File: src/inc/legacy_region_defines.svh
// Offsets, field positions, reset values and address ranges of the legacy region decoder.
// Plain definitions; included by the package and by the design file.
`ifndef LEGACY_REGION_DEFINES_SVH
`define LEGACY_REGION_DEFINES_SVH

// ----------------------------------------------------------------
// Register byte offsets
// ----------------------------------------------------------------
`define OFF_LEGACY_LOW   16'h8004
`define OFF_EXPANSION    16'h8008
`define OFF_BIOS         16'h800c
`define OFF_IRQ_STATUS   16'h8010
`define OFF_IRQ_MASK     16'h8014

`define RESET_WORD       32'h00000000
`define RESET_FIELD      4'h0

// ----------------------------------------------------------------
// Legacy map low fields
// ----------------------------------------------------------------
`define BIT_TRAP_3D      15
`define BIT_TRAP_3C      14
`define BIT_TRAP_3B      13
`define BIT_PIPE_DIS     7
`define BIT_GFX_NOWAIT   6
`define BIT_BIU_NOWAIT   5
`define BIT_GFX_A        4
`define LEGACY_RW_MASK   32'h0000e0ff

// ----------------------------------------------------------------
// Region control field bits
// ----------------------------------------------------------------
`define FLD_READ_EN      0
`define FLD_WRITE_EN     1
`define FLD_CACHE_EN     2
`define FLD_PCI_EN       3

// ----------------------------------------------------------------
// Address ranges (upper address digits)
// ----------------------------------------------------------------
`define SEG_A            4'ha
`define SEG_C            4'hc
`define SEG_D            4'hd
`define SEG_E            4'he
`define SEG_F            4'hf
`define IO_3B            12'h03b
`define IO_3C            12'h03c
`define IO_3D            12'h03d

// Status / mask bit positions
`define EV_3B            0
`define EV_3C            1
`define EV_3D            2
`define EV_WIDTH         3

`endif

File: src/inc/legacy_region_pkg.sv
// Types shared by the legacy region decoder.
// Assumes the defines header is on the include path.
`include "legacy_region_defines.svh"

package legacy_region_pkg;

  typedef enum logic [1:0] {
    PH_IDLE,
    PH_EARLY,
    PH_STROBE
  } phase_e;

  typedef struct packed {
    logic [31:0]            legacyLow;
    logic [31:0]            expMap;
    logic [31:0]            biosMap;
    logic [`EV_WIDTH-1:0]   irqStatus;
    logic [`EV_WIDTH-1:0]   irqMask;
    logic                   irq;
    logic [31:0]            prdata;
    logic                   pready;
    logic                   pslverr;
    logic                   respValid;
    logic                   routeLocal;
    logic                   routePci;
    logic                   routeGfx;
    logic                   cacheable;
    logic                   pciSlaveOk;
    logic                   regionMapped;
    logic                   smiPulse;
    phase_e                 phase;
    logic                   xbusDataDrive;
    logic                   xbusDataStrobe;
    logic                   xbusReady;
    logic                   addrPipelineOk;
  } state_s;

endpackage

File: src/logic/legacy_region_decode.sv
// Legacy memory region attribute decode, VGA I/O trap and X-Bus timing options.
// Assumes one clock, synchronous inputs, an APB master and one request at a time.
`timescale 1ns/1ps
`default_nettype none
`include "legacy_region_defines.svh"

// Notes on behaviour
// - Enabled trap: any I/O access in 3D0h-3DFh raises a system management interrupt.
// - Bit 14 enables the trap for I/O accesses within 3C0h-3CFh.
// - Bit 13 enables the trap for I/O accesses within 3B0h-3BFh.
// - Bit 7 clear allows next address before data phase ends; set disables.
// - Graphics data: bit 6 low drives one clock early, high same clock.
// - Bus unit data: bit 5 low drives one clock early, high same clock.
// - Bit 4 routes memory accesses of the A window to graphics.
// - With graphics routing, the A window is uncacheable, cache bit ignored.
// - Bits 3:0 of legacy low register control the A window.
// - Expansion map low nibbles control the four C windows, ascending.
// - Expansion map high nibbles control the four D windows, ascending.
// - BIOS map low nibbles control the four E windows, ascending.
// - BIOS map high nibbles control the four F windows, ascending.
// - Expansion and BIOS map registers reset to all zeros.
// - Field bit 0 allows local reads, bit 1 local writes; else PCI.
// - Field bit 2 clear inhibits caching of the window.
// - Field bit 3 lets PCI slave in only with matching read/write enable.
module legacy_region_decode
  import legacy_region_pkg::*;
#(
  parameter int ADDR_WIDTH = 16
) (
  input  wire logic                  clk,
  input  wire logic                  rst,
  input  wire logic                  ce,
  input  wire logic                  psel,
  input  wire logic                  penable,
  input  wire logic                  pwrite,
  input  wire logic [ADDR_WIDTH-1:0] paddr,
  input  wire logic [31:0]           pwdata,
  output logic      [31:0]           prdata,
  output logic                       pready,
  output logic                       pslverr,
  input  wire logic                  reqValid,
  input  wire logic                  reqIo,
  input  wire logic                  reqWrite,
  input  wire logic                  reqFromPci,
  input  wire logic [19:0]           reqAddr,
  output logic                       respValid,
  output logic                       routeLocal,
  output logic                       routePci,
  output logic                       routeGfx,
  output logic                       cacheable,
  output logic                       pciSlaveOk,
  output logic                       regionMapped,
  output logic                       smiPulse,
  input  wire logic                  dataReq,
  input  wire logic                  dataFromGfx,
  output logic                       xbusDataDrive,
  output logic                       xbusDataStrobe,
  output logic                       xbusReady,
  output logic                       addrPipelineOk,
  output logic                       irq
);

  state_s cur;
  state_s next_cur;

  // ----------------------------------------------------------------
  // Decode helpers
  // ----------------------------------------------------------------
  // Returns {mapped, field} for a memory address; one nibble per window
  function automatic logic [4:0] regionField(
    input logic [19:0] addr,
    input logic [31:0] legacy,
    input logic [31:0] expMap,
    input logic [31:0] biosMap
  );
    logic [2:0] idx;
    logic [4:0] res;
    // Bit 16 picks the upper half, bits 15:14 the 16 KB slot
    idx = {addr[16], addr[15:14]};
    res = {1'b0, `RESET_FIELD};
    unique case (addr[19:16])
      `SEG_A: res = {1'b1, legacy[3:0]};
      `SEG_C, `SEG_D: res = {1'b1, expMap[idx*4 +: 4]};
      `SEG_E, `SEG_F: res = {1'b1, biosMap[idx*4 +: 4]};
      default: res = {1'b0, `RESET_FIELD};
    endcase
    return res;
  endfunction

  // I/O trap hit for the three VGA ranges, gated by their enables
  function automatic logic [`EV_WIDTH-1:0] ioTrap(
    input logic [19:0] addr,
    input logic [31:0] legacy
  );
    logic [`EV_WIDTH-1:0] hit;
    hit = '0;
    if (addr[19:16] == 4'h0) begin
      hit[`EV_3B] = (addr[15:4] == `IO_3B) && legacy[`BIT_TRAP_3B];
      hit[`EV_3C] = (addr[15:4] == `IO_3C) && legacy[`BIT_TRAP_3C];
      hit[`EV_3D] = (addr[15:4] == `IO_3D) && legacy[`BIT_TRAP_3D];
    end
    return hit;
  endfunction

  // ----------------------------------------------------------------
  // Next state
  // ----------------------------------------------------------------
  always_comb begin
    logic [4:0]           fld;
    logic [`EV_WIDTH-1:0] trapHit;
    logic [`EV_WIDTH-1:0] clrBits;
    logic                 access;
    logic                 setup;
    logic                 known;
    logic                 gfxA;
    logic                 enBit;
    logic                 noWait;
    logic [31:0]          rdWord;
    fld = '0;
    trapHit = '0;
    clrBits = '0;
    access = 1'b0;
    setup = 1'b0;
    known = 1'b0;
    gfxA = 1'b0;
    enBit = 1'b0;
    noWait = 1'b0;
    rdWord = '0;
    next_cur = cur;

    // APB: one setup cycle, then a zero-wait access phase
    setup = psel && !penable;
    access = psel && penable && cur.pready;
    known = 1'b1;
    unique case (paddr)
      `OFF_LEGACY_LOW: rdWord = cur.legacyLow;
      `OFF_EXPANSION:  rdWord = cur.expMap;
      `OFF_BIOS:       rdWord = cur.biosMap;
      `OFF_IRQ_STATUS: rdWord = {{(32-`EV_WIDTH){1'b0}}, cur.irqStatus};
      `OFF_IRQ_MASK:   rdWord = {{(32-`EV_WIDTH){1'b0}}, cur.irqMask};
      default: begin
        known = 1'b0;
        rdWord = '0;
      end
    endcase
    next_cur.pready = setup;
    next_cur.pslverr = setup && !known;
    next_cur.prdata = setup && !pwrite ? rdWord : '0;

    if (access && pwrite) begin
      unique case (paddr)
        // Reserved bits of the legacy word are not held and read zero
        `OFF_LEGACY_LOW: next_cur.legacyLow = pwdata & `LEGACY_RW_MASK;
        `OFF_EXPANSION:  next_cur.expMap = pwdata;
        `OFF_BIOS:       next_cur.biosMap = pwdata;
        `OFF_IRQ_STATUS: clrBits = pwdata[`EV_WIDTH-1:0];
        `OFF_IRQ_MASK:   next_cur.irqMask = pwdata[`EV_WIDTH-1:0];
        default: next_cur.irqMask = cur.irqMask;
      endcase
    end

    // ----------------------------------------------------------------
    // Access decode, answered one clock after the request
    // ----------------------------------------------------------------
    next_cur.respValid = reqValid;
    next_cur.routeLocal = 1'b0;
    next_cur.routePci = 1'b0;
    next_cur.routeGfx = 1'b0;
    next_cur.cacheable = 1'b0;
    next_cur.pciSlaveOk = 1'b0;
    next_cur.regionMapped = 1'b0;
    next_cur.smiPulse = 1'b0;
    if (reqValid && reqIo) begin
      trapHit = ioTrap(reqAddr, cur.legacyLow);
      next_cur.smiPulse = |trapHit;
      next_cur.routeLocal = !(|trapHit);
    end else if (reqValid) begin
      fld = regionField(reqAddr, cur.legacyLow, cur.expMap, cur.biosMap);
      gfxA = fld[4] && (reqAddr[19:16] == `SEG_A) && cur.legacyLow[`BIT_GFX_A];
      enBit = reqWrite ? fld[`FLD_WRITE_EN] : fld[`FLD_READ_EN];
      next_cur.regionMapped = fld[4];
      if (!fld[4]) begin
        // Outside the mapped windows: plain local memory
        next_cur.routeLocal = !reqFromPci;
        next_cur.cacheable = 1'b1;
      end else if (gfxA) begin
        next_cur.routeGfx = 1'b1;
        next_cur.cacheable = 1'b0;
        next_cur.pciSlaveOk = reqFromPci && fld[`FLD_PCI_EN] && enBit;
      end else if (reqFromPci) begin
        next_cur.pciSlaveOk = fld[`FLD_PCI_EN] && enBit;
        next_cur.routeLocal = fld[`FLD_PCI_EN] && enBit;
      end else begin
        next_cur.routeLocal = enBit;
        next_cur.routePci = !enBit;
        next_cur.cacheable = fld[`FLD_CACHE_EN];
      end
    end

    // ----------------------------------------------------------------
    // Sticky trap status; a new event wins over a clear
    // ----------------------------------------------------------------
    next_cur.irqStatus = (cur.irqStatus & ~clrBits) | trapHit;
    next_cur.irq = |(next_cur.irqStatus & next_cur.irqMask);

    // ----------------------------------------------------------------
    // X-Bus data phase timing
    // ----------------------------------------------------------------
    noWait = dataFromGfx ? cur.legacyLow[`BIT_GFX_NOWAIT]
                         : cur.legacyLow[`BIT_BIU_NOWAIT];
    next_cur.xbusDataDrive = 1'b0;
    next_cur.xbusDataStrobe = 1'b0;
    next_cur.xbusReady = 1'b0;
    unique case (cur.phase)
      PH_IDLE: begin
        if (dataReq && noWait) begin
          // Data, strobe and ready all in the one clock
          next_cur.phase = PH_STROBE;
          next_cur.xbusDataDrive = 1'b1;
          next_cur.xbusDataStrobe = 1'b1;
          next_cur.xbusReady = 1'b1;
        end else if (dataReq) begin
          // Data lead of one full clock before the strobe
          next_cur.phase = PH_EARLY;
          next_cur.xbusDataDrive = 1'b1;
        end
      end
      PH_EARLY: begin
        next_cur.phase = PH_STROBE;
        next_cur.xbusDataDrive = 1'b1;
        next_cur.xbusDataStrobe = 1'b1;
        next_cur.xbusReady = 1'b1;
      end
      PH_STROBE: begin
        next_cur.phase = PH_IDLE;
      end
      default: next_cur.phase = PH_IDLE;
    endcase
    // Next address may overlap only while a data phase is open
    next_cur.addrPipelineOk = (next_cur.phase != PH_IDLE) &&
                              !cur.legacyLow[`BIT_PIPE_DIS];
  end

  // ----------------------------------------------------------------
  // State register
  // ----------------------------------------------------------------
  always_ff @(posedge clk) begin
    if (rst) begin
      cur <= '0;
      cur.expMap <= `RESET_WORD;
      cur.biosMap <= `RESET_WORD;
      cur.phase <= PH_IDLE;
    end else if (ce) begin
      cur <= next_cur;
    end
  end

  // ----------------------------------------------------------------
  // Outputs, straight from the state register
  // ----------------------------------------------------------------
  assign prdata = cur.prdata;
  assign pready = cur.pready;
  assign pslverr = cur.pslverr;
  assign respValid = cur.respValid;
  assign routeLocal = cur.routeLocal;
  assign routePci = cur.routePci;
  assign routeGfx = cur.routeGfx;
  assign cacheable = cur.cacheable;
  assign pciSlaveOk = cur.pciSlaveOk;
  assign regionMapped = cur.regionMapped;
  assign smiPulse = cur.smiPulse;
  assign xbusDataDrive = cur.xbusDataDrive;
  assign xbusDataStrobe = cur.xbusDataStrobe;
  assign xbusReady = cur.xbusReady;
  assign addrPipelineOk = cur.addrPipelineOk;
  assign irq = cur.irq;

endmodule

`default_nettype wire

File: config.mk
export PLATFORM = sky130hd
export DESIGN_NAME = legacy_region_decode
export DESIGN_NICKNAME = d
export VERILOG_FILES = /design/src/inc/legacy_region_pkg.sv /design/src/logic/legacy_region_decode.sv
export VERILOG_INCLUDE_DIRS = /design/src /design/src/inc
export SDC_FILE = /design/constraint.sdc
export NUM_CORES = 1
export LEC_CHECK = 0
export BUFFER_PORTS_ARGS = -buffer_cell sky130_fd_sc_hd__buf_2
export CORE_MARGIN = 8
export CORE_UTILIZATION = 55
export DETAILED_ROUTE_END_ITERATION = 10
export GPL_TIMING_DRIVEN = 0
export PLACE_DENSITY = 0.85
export SYNTH_ARGS = -nofsm -noshare
export SYNTH_HDL_FRONTEND = slang
export SYNTH_SLANG_ARGS = --single-unit
File: constraint.sdc
create_clock -name clk -period 2.25 [get_ports clk]
set_input_delay 0.1125 -clock clk [delete_from_list [all_inputs] [get_ports clk]]
set_output_delay 0.1125 -clock clk [all_outputs]
set_load 0.01 [all_outputs]
==> run metrics, run 1 <==
EDFF count, synth 0; TritonCTS clock tree built; startpoint class of the critical path input pin; initial drt markers 972; Final HPWL DP about 14 mm; Sink Count 129; Tightest Pin Transition 0.975 ns; DRC viols 0; pin count of the biggest net entering global routing 17; min Tclk post-route 2.08 ns; Lkg Pwr 3.03 nW; Mapped Nets 854; Slew headroom 0.345; Total Wirelength between 20 and 25 mm; Die ar. ~15000 µm²; Hold WC Path Type in2reg; root buffer cell clkbuf_16; global-route wire length before repair 31.4 mm; row cnt 39; nets 1022; wire per inst about 19 µm; CTS buffer count 17; Final Hold Viols 0; Slowest-stage cell, CP clkbuf_1; Period Utilization, post-route 0.922; CP most frequent cell buf_4; hold slack 0.00449 ns; clock-pin slew on the worst setup and hold paths approximately 0.060 ns; clk_lat worst skew 0.42 ns; critical path class in2reg; mapped cell area 6250 µm²; Max Slew Vio Count 0; register area roughly 2600 µm²; worst vdd ir 425 µV; grt ovf 0; drt via density ~6.1; CP Cell Sequence buf_2 > nor4_2 > nand4_1 > buf_4 > nor4_4 > buf_4 > clkbuf_1 > a22oi_1 > o21ai_0; status complete, no violations; max incr delay on CP 0.43 ns; multi-input logic area 3170 µm²; Die W 123 µm; initial antenna violation count 1; max FFs per register 83; io pins ~130; GPL Wtd Cong 0.958; remaining antenna violation count 0; vias in the first global route 6067; Mapped Cells 774; synthesis-to-layout area growth 27.0%; H-tree depth 4; Seq/Total Area, Yosys 0.413; share of cells above drive strength 1 0.239; vias after detailed routing about 6600; Critical Path RT 2.59 ns; Synth cell types 54; Worst EP arrival 2.41 ns; antenna cells 0; share of flip-flops with an asynchronous set or reset 0; fmax 482 MHz; CP max FO 10; Avg Inst Size Synth ~8.1 µm²; max cap viols 0; Clock Tree Buf Depth 2; Setup TNS 0 ns; initial cell density of the core 0.554; Yosys reg bits 129; endpoints failing setup 0; IO Port Bufs approximately 120; Fin Clk Skew roughly 0.008 ns; Pwr Density slightly below 700 nW/µm²; Yosys Warn Count 0; drt pass-1 iters 6; Worst setup EP type register; # fillers 847; Die H 123 µm; Core Area 11300 µm²; Biggest register cur; RSZ-0062 raised after global routing false; GRT Total Usage 0.270; ys flop type dfxtp_1
==> cells in the mapped netlist, drive strengths merged, types with 2 or more instances <==
| library cell | count | area (µm²) |
|---|---|---|
| a211oi | 14 | 105 |
| a21oi | 97 | 489 |
| a221oi | 8 | 70.1 |
| a22o | 8 | 70.1 |
| a22oi | 24 | 180 |
| a2bb2oi | 2 | 17.5 |
| a32o | 3 | 30.0 |
| and2 | 3 | 18.8 |
| buf | 55 | 365 |
| clkbuf | 32 | 120 |
| dfxtp | 129 | 2580 |
| inv | 4 | 15.0 |
| mux2 | 10 | 113 |
| mux2i | 24 | 240 |
| mux4 | 6 | 139 |
| nand2 | 195 | 732 |
| nand2b | 2 | 12.5 |
| nand3 | 8 | 40.0 |
| nand3b | 2 | 15.0 |
| nand4 | 8 | 50.1 |
| nor2 | 40 | 150 |
| nor2b | 14 | 87.6 |
| nor3 | 7 | 35.0 |
| nor4 | 12 | 139 |
| o211ai | 2 | 15.0 |
| o21a | 2 | 15.0 |
| o21ai | 31 | 155 |
| o22ai | 7 | 43.8 |
| o31a | 2 | 17.5 |
| o31ai | 2 | 15.0 |
| or2 | 3 | 18.8 |
| or3 | 3 | 18.8 |
| or4 | 3 | 30.0 |
==> stage by stage <==
step,setup slack [ns],power [mW],utilization,instances,area (µm²)
floorplan,0.354,2.53,-,774,6250
global placement,-0.214,2.68,0.622,1033,7010
detailed placement,-0.234,2.68,0.622,1033,7010
CTS,0.172,5.49,0.701,1092,7900
global route,0.00425,5.62,0.704,1095,7940
finish,0.174,5.49,0.704,1095,7940
==> what timing repair did <==
action	in CTS	in global routing
gates resized for setup	0	4
hold endpoints to repair	67	0
hold buffers	30	0
buffers inserted	0	3
setup endpoints to repair	0	67
==> cell type report <==
class                      instances  area share
buffer                            87      0.0613
clock buffer                      24      0.0620
clock inverter                     5      0.0129
inverter                           5     0.00237
multi-input combinational        553       0.400
sequential                       129       0.325
tap                              143      0.0225
timing repair buffer             149       0.114
==> critical path: cells and delay by family <==
kind	cells	cell delay, ns
buffers and inverters	4	0.99
and+or+nand+nor	3	0.88
AOI/OAI and AO/OA	2	0.42
==> per-layer routing <==
metal  share of wire  wire [µm]  GRT usage
met1            0.39       8020      0.344
met3            0.13       2770     0.0782
met2            0.44       8990      0.416
met5         0.00058         12          0
met4           0.037        770      0.123
==> final timing paths <==
kind	end	slack, ns	cells after the start	startpoint
setup / recovery	prdata[21]	0.17	9	paddr[1]
hold / removal	routeLocal	0.004	3	reqIo
setup reg to reg	cur[115]	0.18	7	pready
hold reg to reg	prdata[19]	0.45	2	prdata[19]
==> cells by family (layout without fill, tap and decap cells) <==
kind of cell | count (synthesis) | after routing | share of synthesized area
AOI/OAI and AO/OA | 209 | 209 | 0.206
buffers and inverters | 92 | 270 | 0.0807
DFF | 129 | 129 | 0.413
muxes | 40 | 40 | 0.0787
and+or+nand+nor | 304 | 304 | 0.222
==> placed cells by master (no fill, tap or decap), types with 4 or more instances in the layout <==
master	instances
a22o_1	8
nand4_1	8
o21ai_0	31
o22ai_1	7
nor2b_1	14
mux2i_1	24
a21oi_1	96
buf_4	38
mux4_2	5
mux2_2	10
buf_2	132
clkbuf_8	4
dlygate4sd3_1	30
nor3_1	7
a211oi_1	14
dfxtp_1	129
clkbuf_16	17
nand3_1	8
nor4_1	6
a22oi_1	24
clkbuf_1	34
nand2_1	195
inv_1	4
nor2_1	39
a221oi_1	8
==> where the power goes <==
group	leakage [nW]	switching [mW]	internal, mW
Clock	0.288	0.962	1.84
Combinational	1.70	0.228	0.154
Sequential	1.04	0.00905	2.30
Total	3.03	1.20	4.29
Note: power is estimated with default switching activity, not from simulation.
==> inputs of run 2 (changes only) <==
--- a/config.mk
+++ b/config.mk
@@ -11,6 +11,7 @@
 export CORE_UTILIZATION = 55
 export DETAILED_ROUTE_END_ITERATION = 10
 export GPL_TIMING_DRIVEN = 0
+export MAX_ROUTING_LAYER = met4
 export PLACE_DENSITY = 0.85
 export SYNTH_ARGS = -nofsm -noshare
 export SYNTH_HDL_FRONTEND = slang
==> run metrics, run 2 (synthesized netlist as in run 1, its figures left out) <==
status complete, no violations; Final Hold Viols 0 (unchanged); H-tree depth 4 (unchanged); critical path class reg2reg; RR Endpoint cur[115]; worst vdd ir 425 µV (about the same); net switching power 1.19 mW (-0.38%); crit path from pready; Hold Crit Endpoint routeLocal; Total Wirelength 20.6 mm (about the same); Biggest register cur; Logic pwr share 0.070 (about the same); Tot Pwr 5.49 mW (about the same); Final Non-Filler Cells 1095 (unchanged); vias after detailed routing 6655 (+0.44%); final instance area 7940 µm² (unchanged); vias in the first global route 6059 (-0.13%); Core Area 11300 µm² (unchanged); Worst EP arrival 2.43 ns (+0.02 ns); clk_lat worst skew 0.42 ns (about the same); Clock Tree Buf Depth 2 (unchanged); register area 2580 µm² (unchanged); Tightest Pin Transition 0.981 ns (+0.00567 ns); DRC viols 0 (unchanged); synthesis-to-layout area growth 27.0% (unchanged); pre-CTS WS -0.234 ns (unchanged); nets 1022 (unchanged); hold slack 0.00600 ns (+0.00150 ns); Slew headroom 0.341 (-0.00381); Lkg Pwr 3.03 nW (unchanged); Final HPWL DP 14.4 mm (unchanged); initial drt markers 1044 (+7.4%); Worst Reg-to-Reg Cells 7 (unchanged); worst reg2reg path startpoint pready; placed cells 1033 (unchanged); wire per inst 18.8 µm (about the same); RSZ-0062 raised after global routing false; CP max FO 10 (unchanged); Fin Clk Skew 0.00839 ns (+0.000270 ns); min Tclk post-route 2.10 ns (+0.0236 ns); Setup TNS 0 ns (unchanged); io pins 127 (unchanged); Die ar. 15000 µm² (unchanged); GRT Total Usage 0.279 (+0.00902); clock-pin slew on the worst setup and hold paths 0.06 ns (about the same); max FFs per register 83 (unchanged); Die H 123 µm (unchanged); Period Utilization, post-route 0.933 (+0.0105); Internal Power 4.29 mW (about the same); worst reg-to-reg setup slack 0.15 ns (-0.03 ns); grt ovf 0 (unchanged); Pwr Density 692 nW/µm² (about the same); TritonCTS clock tree built; initial antenna violation count 0 (-1); multi-input logic area 3170 µm² (unchanged); antenna cells 0 (unchanged); Max Slew Vio Count 0 (unchanged); fraction of power spent switching nets 0.218 (-0.000658); GPL Wtd Cong 0.976 (+1.8%); initial cell density of the core 0.554 (unchanged); DP Area 7010 µm² (unchanged); remaining antenna violation count 0 (unchanged); setup ws final 0.151 ns (-0.0236 ns); pin count of the biggest net entering global routing 17 (unchanged); worst hold path startpoint reqIo; share of cells above drive strength 1 0.239 (unchanged); global-route wire length before repair 31.4 mm (+0.15%); commonest cells after routing, fill and taps aside nand2_1 (195), buf_2 (132), dfxtp_1 (129); Sink Count 129 (unchanged); Hold WC Path Type in2reg; max cap viols 0 (unchanged); hold depth 3 (unchanged); IO Port Bufs 116 (unchanged); # fillers 847 (unchanged); fmax 476 MHz (-1.1%); Reg power frac 0.421 (about the same); drt pass-1 iters 6 (unchanged); row cnt 39 (unchanged); Clk pwr share 0.510 (about the same); Die W 123 µm (unchanged); startpoint class of the critical path register; Critical Path RT 2.58 ns (about the same); CTS buffer count 17 (unchanged); root buffer cell clkbuf_16; endpoints failing setup 0 (unchanged); utilization after layout 0.704 (unchanged); drt via density 6.08 (+0.44%); Worst setup EP type register; commonest non-fill, non-tap cell in the layout nand2_1
==> run 2: cell counts in the layout (fill, tap and decap cells not counted) <==
Identical to the previous run, type by type.
==> run 2: power by group through the flow <==
stage | sequential [mW] | combinational [mW] | clock, mW
after global routing | 2.31 | 0.406 | 2.91
after detailed placement | 2.36 | 0.326 | 0
after global placement | 2.36 | 0.322 | 0
final | 2.31 | 0.382 | 2.80
after CTS | 2.31 | 0.368 | 2.81
after floorplan | 2.36 | 0.166 | 0
==> run 2: worst max-delay path: stages (launching register included) <==
cell and delay, ns:
dfxtp_1 0.34, nand4_1 0.38, nor2_4 0.31, and2_0 0.16
clkbuf_1 0.24, buf_2 0.29, nand2_1 0.09, a21oi_1 0.19
==> run 2: how the worst max path moves through the flow <==
stage | depth (start not counted) | end | slack, ns
final | 7 | cur[115] | 0.15
after CTS | 7 | cur[91] | 0.17
after global routing | 9 | cur[102] | 0.005
after floorplan | 7 | cacheable | 0.35
after global placement | 9 | cur[81] | -0.21
after detailed placement | 9 | cur[78] | -0.23
==> run 2: repair_timing <==
| item | 4_1_cts | 5_1_grt |
|---|---|---|
| setup buffers | 0 | 3 |
| gates resized for setup | 0 | 4 |
| hold buffers | 30 | 0 |
| endpoints found under the setup margin | 0 | 66 |
| hold endpoints to repair | 67 | 0 |
==> run 2: per-layer routing <==
layer	wire (µm)	part of all wire	up-vias	track usage
met5	0	0	-	-
met4	824	0.040	0	0.120
met3	2720	0.13	94	0.0662
met2	8950	0.43	495	0.421
met1	8080	0.39	3034	0.351
li1	-	-	3032	-
==> run 2: area by class of cell <==
type,instances,share of cell area
Multi-Input combinational cell,553,0.400
Sequential cell,129,0.325
Timing Repair Buffer,149,0.114
Clock buffer,24,0.0620
Buffer,87,0.0613
Tap cell,143,0.0225
Clock inverter,5,0.0129
Inverter,5,0.00237
==> inputs of run 3 (changes only) <==
--- a/config.mk
+++ b/config.mk
@@ -7,8 +7,9 @@
 export NUM_CORES = 1
 export LEC_CHECK = 0
 export BUFFER_PORTS_ARGS = -buffer_cell sky130_fd_sc_hd__buf_2
-export CORE_MARGIN = 8
+export CORE_MARGIN = 1
 export CORE_UTILIZATION = 55
+export CTS_BUF_LIST = sky130_fd_sc_hd__clkbuf_8 sky130_fd_sc_hd__clkbuf_16
 export DETAILED_ROUTE_END_ITERATION = 10
 export GPL_TIMING_DRIVEN = 0
 export MAX_ROUTING_LAYER = met4
==> run metrics, run 3 (synthesized netlist as in run 1, its figures left out) <==
status complete, no violations; startpoint class of the critical path input pin; placed cells 1030 (-0.29%); remaining antenna violation count 0 (unchanged); endpoints failing setup 0 (unchanged); Worst EP arrival 2.46 ns (+0.03 ns); Tightest Pin Transition 1.04 ns (+0.0624 ns); io pins 127 (unchanged); Pwr Density 667 nW/µm² (-3.6%); final instance area 7890 µm² (-0.63%); vias in the first global route 5950 (-1.8%); initial antenna violation count 0 (unchanged); GPL Wtd Cong 0.974 (-0.18%); grt ovf 0 (unchanged); Worst Reg-to-Reg Cells 7 (unchanged); wire per inst 18.1 µm (-3.7%); Total Wirelength 19.8 mm (-3.6%); commonest cells after routing, fill and taps aside nand2_1 (195), buf_2 (132), dfxtp_1 (129); GRT Total Usage 0.354 (+0.0748); CTS buffer count 17 (unchanged); H-tree depth 4 (unchanged); max cap viols 0 (unchanged); global-route wire length before repair 30.4 mm (-3.3%); Die W 109 µm (-11%); DRC viols 0 (unchanged); TritonCTS clock tree built; fmax 464 MHz (-2.5%); # fillers 834 (-1.5%); Final HPWL DP 13.5 mm (-6.2%); row cnt 38 (-2.6%); Fin Clk Skew 0.0139 ns (+0.00553 ns); clock-pin slew on the worst setup and hold paths 0.06 ns (about the same); Worst setup EP type register; IO Port Bufs 116 (unchanged); Max Slew Vio Count 0 (unchanged); drt via density 5.99 (-1.4%); Final Hold Viols 0 (unchanged); Die ar. 11800 µm² (-22%); clk_lat worst skew 0.41 ns (about the same); pin count of the biggest net entering global routing 17 (unchanged); Hold WC Path Type in2reg; initial cell density of the core 0.572 (+0.0171); Period Utilization, post-route 0.957 (+0.0242); Biggest register cur; max FFs per register 83 (unchanged); hold depth 3 (unchanged); Lkg Pwr 3.02 nW (-0.55%); share of cells above drive strength 1 0.244 (+0.00423); Core Area 10900 µm² (-3.0%); synthesis-to-layout area growth 26.2%; CP max FO 10 (unchanged); commonest non-fill, non-tap cell in the layout nand2_1; Slew headroom 0.299 (-0.0419); antenna cells 0 (unchanged); Final Non-Filler Cells 1096 (+0.091%); min Tclk post-route 2.15 ns (+0.0545 ns); Die H 109 µm (-11%); RSZ-0062 raised after global routing false; Critical Path RT 2.56 ns (-0.02 ns); DP Area 7010 µm² (about the same); Sink Count 129 (unchanged); worst vdd ir 432 µV (+1.6%); vias after detailed routing 6565 (-1.4%); root buffer cell clkbuf_16; critical path class in2reg; initial drt markers 775 (-26%); drt pass-1 iters 7 (+1); nets 1023 (+0.098%); Clock Tree Buf Depth 2 (unchanged)
[run 3: area by class of cell]
type                    count  area (µm²)  area share
plain buffers              87         485      0.0616
clock inverters            15         121      0.0154
clock buffers              17         425      0.0540
repair buffers            150         911       0.116
well taps                 140         175      0.0222
inverters                   5        18.8     0.00238
flip-flops and latches    129        2580       0.328
multi-input cells         553        3170       0.401
[run 3: final timing paths]
kind	end	start	slack [ns]
hold / removal	pciSlaveOk	reqFromPci	0.02
setup / recovery	prdata[7]	paddr[1]	0.1
setup reg to reg	cur[83]	pready	0.20
hold reg to reg	prdata[21]	prdata[21]	0.45
[run 3: timing repair]
item | 4_1_cts | 5_1_grt
hold buffers | 30 | 0
setup endpoints to repair | 0 | 23
gates resized for setup | 0 | 1
setup buffers | 0 | 4
endpoints found under the hold margin | 66 | 0
[run 3: per-layer routing]
metal,global-route usage,part of all wire
met1,0.454,0.40
met2,0.528,0.44
met3,0.0892,0.12
met4,0.150,0.041
met5,-,0
[run 3: power breakdown]
group / total [mW] / leakage (nW) / internal (mW) / switching [mW]
clock: 2.57 / 0.270 / 1.51 / 1.06
sequential: 2.31 / 1.04 / 2.30 / 0.00825
combinational: 0.378 / 1.71 / 0.154 / 0.225
[run 3: critical path: stages]
cell      delay, ns
buf_2          0.10
nor4_2         0.30
nand4_1        0.21
buf_4          0.23
nor4_1         0.46
clkbuf_1       0.58
nand2_1        0.16
a221oi_1       0.31
[run 3: metrics by stage]
step | hold slack, ns | setup TNS, ns | util | power, mW | setup WS (ns)
after global routing | 0.0405 | 0 | 0.721 | 5.38 | 0.0275
after floorplan | 0.244 | 0 | - | 2.53 | 0.354
after detailed placement | 0.374 | -9.31 | 0.641 | 2.68 | -0.221
after global placement | 0.370 | -7.42 | 0.641 | 2.68 | -0.188
after CTS | 0.0133 | 0 | 0.718 | 5.24 | 0.180
final | 0.0239 | 0 | 0.721 | 5.26 | 0.0963
